===== src/pkg/rsc_pkg.sv =====
package rsc_pkg;

   // register map
   localparam logic [11:0] CAUSE_OFFSET = 12'h000;

   // field positions of reset_cause_reg
   localparam int POR_BIT       = 0;
   localparam int BROWN_BIT     = 1;
   localparam int IDLE_BIT      = 2;
   localparam int SLEEP_BIT     = 3;
   localparam int WDOG_TO_BIT   = 4;
   localparam int SWDT_EN_BIT   = 5;
   localparam int INSTR_BIT     = 6;
   localparam int PIN_BIT       = 7;
   localparam int VREG_BIT      = 8;
   localparam int MISMATCH_BIT  = 9;
   localparam int ILLEGAL_BIT   = 14;
   localparam int TRAP_BIT      = 15;

   // value after a power-on reset, and bits that exist
   localparam logic [15:0] CAUSE_RESET = 16'h0003;
   localparam logic [15:0] CAUSE_IMPL  = 16'hc3ff;

   // width of the synchronised pin group
   localparam int PIN_SRC_W = 4;

endpackage


===== src/verilog/rsc_reset_combiner.sv =====
// Contract
// - any active reset source asserts the single system reset output
// - sources: power-on, brown-out, pin, instruction, watchdog, mismatch, trap, illegal
// - each reset type sets its own flag in the cause register
// - power-on reset clears all set flags except the power-on and brown-out flags
// - software may set or clear flags; writing never causes a reset
// - bit 15 set on trap conflict reset
// - bit 14 set on illegal opcode, address mode or uninitialised pointer
// - bit 9 set on configuration mismatch reset
// - bit 8 keeps the regulator active in sleep when one
// - bit 7 set on master clear pin reset
// - bit 6 set when the reset instruction executes
// - bit 5 enables watchdog; fuse at one forces it enabled
// - bit 4 set on watchdog time-out
// - bit 3 set after sleep, bit 2 set after idle
// - bit 1 set on brown-out, bit 0 on power-on
// - after power-on reset only bits 1 and 0 read one
// - bits 13 to 10 read zero and ignore writes
// - power-on and brown-out are cold resets, all others warm
module rsc_reset_combiner (
   input  wire logic        pclk,
   input  wire logic        presetn,
   // apb slave
   input  wire logic        psel,
   input  wire logic        penable,
   input  wire logic        pwrite,
   input  wire logic [11:0] paddr,
   input  wire logic [31:0] pwdata,
   input  wire logic [3:0]  pstrb,
   output logic      [31:0] prdata,
   output logic             pready,
   output logic             pslverr,
   // asynchronous sources from pins and analog
   input  wire logic        power_on_src,
   input  wire logic        brown_out_src,
   input  wire logic        master_clear_pin_n,
   input  wire logic        fuse_watchdog_enable,
   // same-clock sources from the core
   input  wire logic        reset_instr,
   input  wire logic        watchdog_timeout,
   input  wire logic        config_mismatch,
   input  wire logic        trap_conflict,
   input  wire logic        illegal_opcode,
   input  wire logic        uninit_w_access,
   input  wire logic        security_violation,
   input  wire logic        sleep_entered,
   input  wire logic        idle_entered,
   // results
   output logic             system_reset,
   output logic             cold_reset,
   output logic             watchdog_enable,
   output logic             regulator_sleep_active
);

   ////////////////////////////////////////////////////////////////////////
   // synchronise pin sources

   logic [rsc_pkg::PIN_SRC_W-1:0] pin_sync;
   logic por_s;
   logic brown_s;
   logic pin_rst_s;
   logic fuse_s;

   // the pin is active low, so it is turned round ahead of the first stage
   rsc_sync2 #(
      .W (rsc_pkg::PIN_SRC_W)
   ) u_sync (
      .pclk     (pclk),
      .presetn  (presetn),
      .async_in ({fuse_watchdog_enable, ~master_clear_pin_n, brown_out_src, power_on_src}),
      .sync_out (pin_sync)
   );

   assign por_s     = pin_sync[0];
   assign brown_s   = pin_sync[1];
   assign pin_rst_s = pin_sync[2];
   assign fuse_s    = pin_sync[3];

   ////////////////////////////////////////////////////////////////////////
   // apb access decode

   logic        addr_hit;
   logic        wr_go;
   logic [15:0] wr_mask;
   logic [15:0] cause_r;
   logic [15:0] cause_nxt;
   logic [31:0] prdata_nxt;
   logic        pready_nxt;
   logic        pslverr_nxt;

   assign addr_hit = (paddr == rsc_pkg::CAUSE_OFFSET);
   // write lands on the access edge, when pready is already high
   assign wr_go    = psel && penable && pready && pwrite && addr_hit;
   assign wr_mask  = {{8{pstrb[1]}}, {8{pstrb[0]}}} & rsc_pkg::CAUSE_IMPL;

   // answer prepared in the setup cycle so every bus output is a flop
   always_comb begin
      pready_nxt  = psel && !penable;
      pslverr_nxt = psel && !penable && !addr_hit;
      prdata_nxt  = 32'h0000_0000;
      if (psel && !penable && addr_hit && !pwrite) begin
         prdata_nxt = {16'h0000, cause_r};
      end
   end

   always_ff @(posedge pclk or negedge presetn) begin
      if (!presetn) begin
         pready  <= 1'b0;
         pslverr <= 1'b0;
         prdata  <= 32'h0000_0000;
      end else begin
         pready  <= pready_nxt;
         pslverr <= pslverr_nxt;
         prdata  <= prdata_nxt;
      end
   end

   ////////////////////////////////////////////////////////////////////////
   // reset cause register

   logic        wdog_en_nxt;
   logic        illegal_any;
   logic        warm_any;
   logic [15:0] set_vec;

   assign wdog_en_nxt = cause_r[rsc_pkg::SWDT_EN_BIT] || fuse_s;
   assign illegal_any = illegal_opcode || uninit_w_access || security_violation;
   // all warm sources; a disabled watchdog cannot time out
   assign warm_any    = pin_rst_s || reset_instr || (watchdog_timeout && watchdog_enable)
                        || config_mismatch || trap_conflict || illegal_any;

   always_comb begin
      set_vec = 16'h0000;
      set_vec[rsc_pkg::BROWN_BIT]   = brown_s;
      set_vec[rsc_pkg::IDLE_BIT]    = idle_entered;
      set_vec[rsc_pkg::SLEEP_BIT]   = sleep_entered;
      set_vec[rsc_pkg::WDOG_TO_BIT]  = watchdog_timeout && watchdog_enable;
      set_vec[rsc_pkg::INSTR_BIT]    = reset_instr;
      set_vec[rsc_pkg::PIN_BIT]      = pin_rst_s;
      set_vec[rsc_pkg::MISMATCH_BIT] = config_mismatch;
      set_vec[rsc_pkg::ILLEGAL_BIT] = illegal_any;
      set_vec[rsc_pkg::TRAP_BIT]    = trap_conflict;
   end

   // flags sticky, a set beats a same-cycle clear
   always_comb begin
      cause_nxt = cause_r;
      if (wr_go) begin
         cause_nxt = (cause_r & ~wr_mask) | (pwdata[15:0] & wr_mask);
      end
      cause_nxt = cause_nxt | set_vec;
      // power-on wipes all but its own flag and the brown-out flag
      if (por_s) begin
         cause_nxt = rsc_pkg::CAUSE_RESET;
      end
      cause_nxt = cause_nxt & rsc_pkg::CAUSE_IMPL;
   end

   always_ff @(posedge pclk or negedge presetn) begin
      if (!presetn) begin
         cause_r <= rsc_pkg::CAUSE_RESET;
      end else begin
         cause_r <= cause_nxt;
      end
   end

   ////////////////////////////////////////////////////////////////////////
   // system reset, cold flag and control outputs

   logic sys_rst_nxt;
   logic cold_nxt;

   always_comb begin
      sys_rst_nxt = por_s || brown_s || warm_any;
      // cold only for power-on or brown-out
      cold_nxt    = por_s || brown_s;
   end

   // reset held asserted by presetn itself, as power-on
   always_ff @(posedge pclk or negedge presetn) begin
      if (!presetn) begin
         system_reset           <= 1'b1;
         cold_reset             <= 1'b1;
         watchdog_enable        <= 1'b0;
         regulator_sleep_active <= 1'b0;
      end else begin
         system_reset           <= sys_rst_nxt;
         cold_reset             <= cold_nxt;
         watchdog_enable        <= wdog_en_nxt;
         regulator_sleep_active <= cause_r[rsc_pkg::VREG_BIT];
      end
   end
endmodule


===== src/verilog/rsc_sync2.sv =====
// two-stage synchroniser for a group of level inputs
module rsc_sync2 #(
   parameter int W = 1
) (
   input  wire logic         pclk,
   input  wire logic         presetn,
   input  wire logic [W-1:0] async_in,
   output logic      [W-1:0] sync_out
);

   logic [W-1:0] meta_r;
   logic [W-1:0] meta_nxt;
   logic [W-1:0] sync_nxt;

   // first stage feeds only the second stage
   always_comb begin
      meta_nxt = async_in;
      sync_nxt = meta_r;
   end

   always_ff @(posedge pclk or negedge presetn) begin
      if (!presetn) begin
         meta_r   <= '0;
         sync_out <= '0;
      end else begin
         meta_r   <= meta_nxt;
         sync_out <= sync_nxt;
      end
   end

endmodule


===== config.mk =====
export PLATFORM = sky130hd
export DESIGN_NAME = rsc_reset_combiner
export DESIGN_NICKNAME = d
export VERILOG_FILES = /design/src/pkg/rsc_pkg.sv /design/src/verilog/rsc_reset_combiner.sv /design/src/verilog/rsc_sync2.sv
export SDC_FILE = /design/constraint.sdc
export NUM_CORES = 1
export LEC_CHECK = 0
export BUFFER_PORTS_ARGS = -buffer_cell sky130_fd_sc_hd__buf_2
export CORE_AREA = 2 2 71 73
export CTS_BUF_LIST = sky130_fd_sc_hd__clkbuf_8 sky130_fd_sc_hd__clkbuf_16
export DETAILED_ROUTE_END_ITERATION = 7
export DIE_AREA = 0 0 73 75
export GPL_ROUTABILITY_DRIVEN = 0
export GPL_TIMING_DRIVEN = 0
export PLACE_DENSITY = 0.72
export SLEW_MARGIN = 10
export SYNTH_ARGS = -nofsm -noshare
export SYNTH_HDL_FRONTEND = slang
export SYNTH_SLANG_ARGS = --single-unit

===== constraint.sdc =====
create_clock -name pclk -period 1.2 [get_ports pclk]
set_input_delay 0 -clock pclk [delete_from_list [all_inputs] [get_ports pclk]]
set_output_delay 0 -clock pclk [all_outputs]
set_load 0.01 [all_outputs]

==> summary.md <==
The first detailed-routing pass ran for 4 iterations. The total overflow left after global routing is 0. The run gives 0.3404 as the initial standard-cell utilization of the core. The number of maximum-capacitance violations was 0; the aggregate global-route resource usage was 0.1370.

STA puts the critical path data arrival time at 1.47 ns. Setup violations remaining at the end of the flow were counted as 12. The first global-routing pass estimated 5.533 mm of wire. For this run, design rule violations remaining after detail routing come to 0.

The tools report the total CTS buffers as 5. Clock tree synthesis found a total of 38 sinks. Yosys mapped a number of flops with a built-in enable equal to 0. Compared with the post-synthesis result, the final layout area differs by 48.97%. The remaining antenna violation count is 0. The utilization of the core after routing was 0.5071; the layout net count was 304.

Yosys attributes the largest share of cell area to dfrtp_1 54%, buf_4 9.9%, dfstp_2 6.6%. The slew at the pin closest to its max-slew limit was 0.8241 ns. The tools report the worst clock skew as 0.006454 ns. Counting along the longest clock path gives a buffer depth of 2. The tools report the post-route worst hold slack as -0.002413 ns.

Entering global routing, the biggest net connects 39 pins. For this block, the initial DRC count from the detailed router was 122. The worst hold path was traced through 3 stages.

The floorplan step set the die width to 73 um. The checks that failed: negative hold slack, negative setup slack. For the share of synthesized area occupied by flip-flops and latches, the log shows 0.6025.

Setup repair after global routing could not meet its margin everywhere. The run gives 0 as the number of antenna cells inserted. The run finished, with violations left. The buffer cell driving the clock tree root is clkbuf_8. The share of final-layout standard cells stronger than drive strength 1 works out to 0.4854. Among all cell types in the netlist, the one instantiated most often is dfrtp_1. TritonCTS built the clock tree.

The cell count after synthesis came out at 133. A synthesized cell averages 11.93 sq um. The share of the cycle needed by the critical path after routing is 1.098. The core region is 4661 sq um. Dividing the detail-routed via count by the number of cells gives 4.478. The area of the die is 5475 sq um. Across all layers, the routed design uses 1312 vias.

The final layout contains routed wiring with a total length of 3.774 mm. Start-to-end type of the worst setup path: register to register. The number of top-level design ports is 104. In this run the tool buffered the top-level ports with 60 buffer cells.

The synthesis warning total was 0. The floorplan has 25 rows. The tools report the worst slew margin relative to its limit as 0.4506. The clock transition at the registers of the reported paths is 0.07 ns, and the average wire per cell in the routed design is 12.88 um. Endpoint kind of the worst setup timing path: a register.

The predominant post-synthesis flop cell was dfrtp_1. The later pin in the worst-skew pair is clocked with a latency of 0.29 ns. The multi-input combinational cells in the finished layout cover a total of 551.8 sq um. STA classifies the critical path startpoint as a register. The mapped netlist covers 1587 sq um. The async set-reset flop share out of synthesis came out at 1.000.

The top-area cell type share of the netlist area works out to 0.5363. In the final layout, flip-flops and latches occupy 955.9 sq um. CTS built an H-tree with a depth of 2. Derived from the worst setup path, the maximum achievable clock frequency is 758.9 MHz.

For the power consumption, the log shows 2.542 mW. The run gives 1257 as the via count of the first global-routing pass. The biggest area consumer among synthesized cells was dfrtp_1. The tools report the number of distinct standard cells referenced by the synthesized netlist as 26. For this design the static power due to leakage is 1.221 nW. The fill cell instance count of the final layout was 397.

The tools report the hold violation count in the final report as 1. The max-slew violation total from the final report was 0; the initial antenna violation count was 0. The floorplan step set the die height to 75 um. The type of the worst min-delay path was input port to register.

At the worst endpoint, the required time is 1.35 ns. The synthesized design contains 38 register bits. The commonest cells after synthesis are 34 x dfrtp_1, 21 x buf_4, 12 x and2_1. The worst path setup slack after routing was -0.1176 ns; the peak supply drop was 0.0004640 V.

Counting I/O delays and the setup requirement, the final critical path takes 1.318 ns. The tools report the half-perimeter wire length of the detailed placement result as 2.612 mm. Power per unit of standard cell area: 1076 nW/um^2. Along the worst path, the maximum fanout reaches 5. Counting cells, the worst reg-to-reg path comes to 5.
==> critical path, stage by stage (launching register included) <==
cell,delay (ns)
dfrtp_1,0.34
and4_1,0.19
nand4_1,0.21
buf_4,0.23
o21ai_1,0.13
a21oi_1,0.09
==> path summary, 6_finish.rpt <==
| kind | from | end | slack, ns |
|---|---|---|---|
| max | pready$_DFF_PN0_ | cause_r[5]$_DFFE_PN0P_ | -0.12 |
| min | pwdata[1] | cause_r[1]$_DFF_PN1_ | -0.002 |
| max reg2reg | pready$_DFF_PN0_ | cause_r[5]$_DFFE_PN0P_ | -0.12 |
| min reg2reg | u_sync.meta_r[3]$_DFF_PN0_ | u_sync.sync_out[3]$_DFF_PN0_ | 0.35 |
| max in group asynchronous | presetn | u_sync.sync_out[3]$_DFF_PN0_ | 0.31 |
| min in group asynchronous | presetn | cause_r[4]$_DFF_PN0_ | 0.36 |
==> area by class of cell <==
| cell class | count | share of cell area |
|---|---|---|
| clock buffers | 6 | 0.03494 |
| inverters | 5 | 0.007941 |
| clock inverters | 2 | 0.003706 |
| flip-flops and latches | 38 | 0.4044 |
| well taps | 54 | 0.02859 |
| plain buffers | 25 | 0.08258 |
| multi-input cells | 84 | 0.2335 |
| repair buffers | 79 | 0.2043 |
==> registers in the layout (all words and copies together), names as in the netlist <==
name / count
cause_r: 12
cold_reset: 1
prdata: 12
pready: 1
pslverr: 1
regulator_sleep_active: 1
system_reset: 1
u_sync.meta_r: 4
u_sync.sync_out: 4
watchdog_enable: 1
==> where the power goes <==
group / switching [mW] / internal (mW) / leakage [nW]
clock network: 0.430 / 0.455 / 0.0524
logic: 0.159 / 0.161 / 0.686
registers: 0.0176 / 1.32 / 0.482
total: 0.606 / 1.94 / 1.22
==> routing by layer <==
metal / track usage / wire length, um
met5: 0 / 0
met4: 0.06790 / 70
met3: 0.04685 / 341
met2: 0.2442 / 1940
met1: 0.1444 / 1422
==> cell families after synthesis <==
kind of cell	synth area share
buffers and inverters	0.1262
DFF	0.6025
and+or+nand+nor	0.1625
other	0.002364
AOI/OAI and AO/OA	0.1065
==> per-stage QoR <==
stage,setup slack (ns),instances,area (sq um),TNS [ns]
after floorplan,-0.02491,152,1668,-0.06095
after global placement,-0.1369,266,2036,-1.317
after detailed placement,-0.1807,266,2036,-2.060
after CTS,-0.1156,293,2338,-1.148
after global routing,-0.2135,293,2364,-2.160
final,-0.1176,293,2364,-1.013
==> placed cells by master (no fill, tap or decap), types with 2 or more instances in the layout <==
| cell | instances |
|---|---|
| dfstp_2 | 4 |
| nor3_1 | 2 |
| dlygate4sd3_1 | 16 |
| a31oi_2 | 2 |
| inv_1 | 6 |
| dfrtp_1 | 34 |
| o21ai_2 | 7 |
| nor4_4 | 3 |
| buf_2 | 61 |
| a21oi_1 | 10 |
| nand3_2 | 2 |
| a31oi_1 | 7 |
| clkbuf_8 | 7 |
| nand4_1 | 2 |
| conb_1 | 20 |
| nand3_1 | 3 |
| buf_4 | 24 |
| o21ai_1 | 4 |
| and2_1 | 12 |
==> timing repair <==
| item | 4_1_cts | 5_1_grt |
|---|---|---|
| cloned | 1 | 0 |
| buffers inserted | 2 | 0 |
| hold buffers | 16 | 0 |
| endpoints found under the hold margin | 44 | 0 |
| gates resized for setup | 10 | 7 |
| setup endpoints to repair | 12 | 12 |
| pin swaps | 2 | 4 |
No activity file was read; power rests on OpenSTA's default activity.
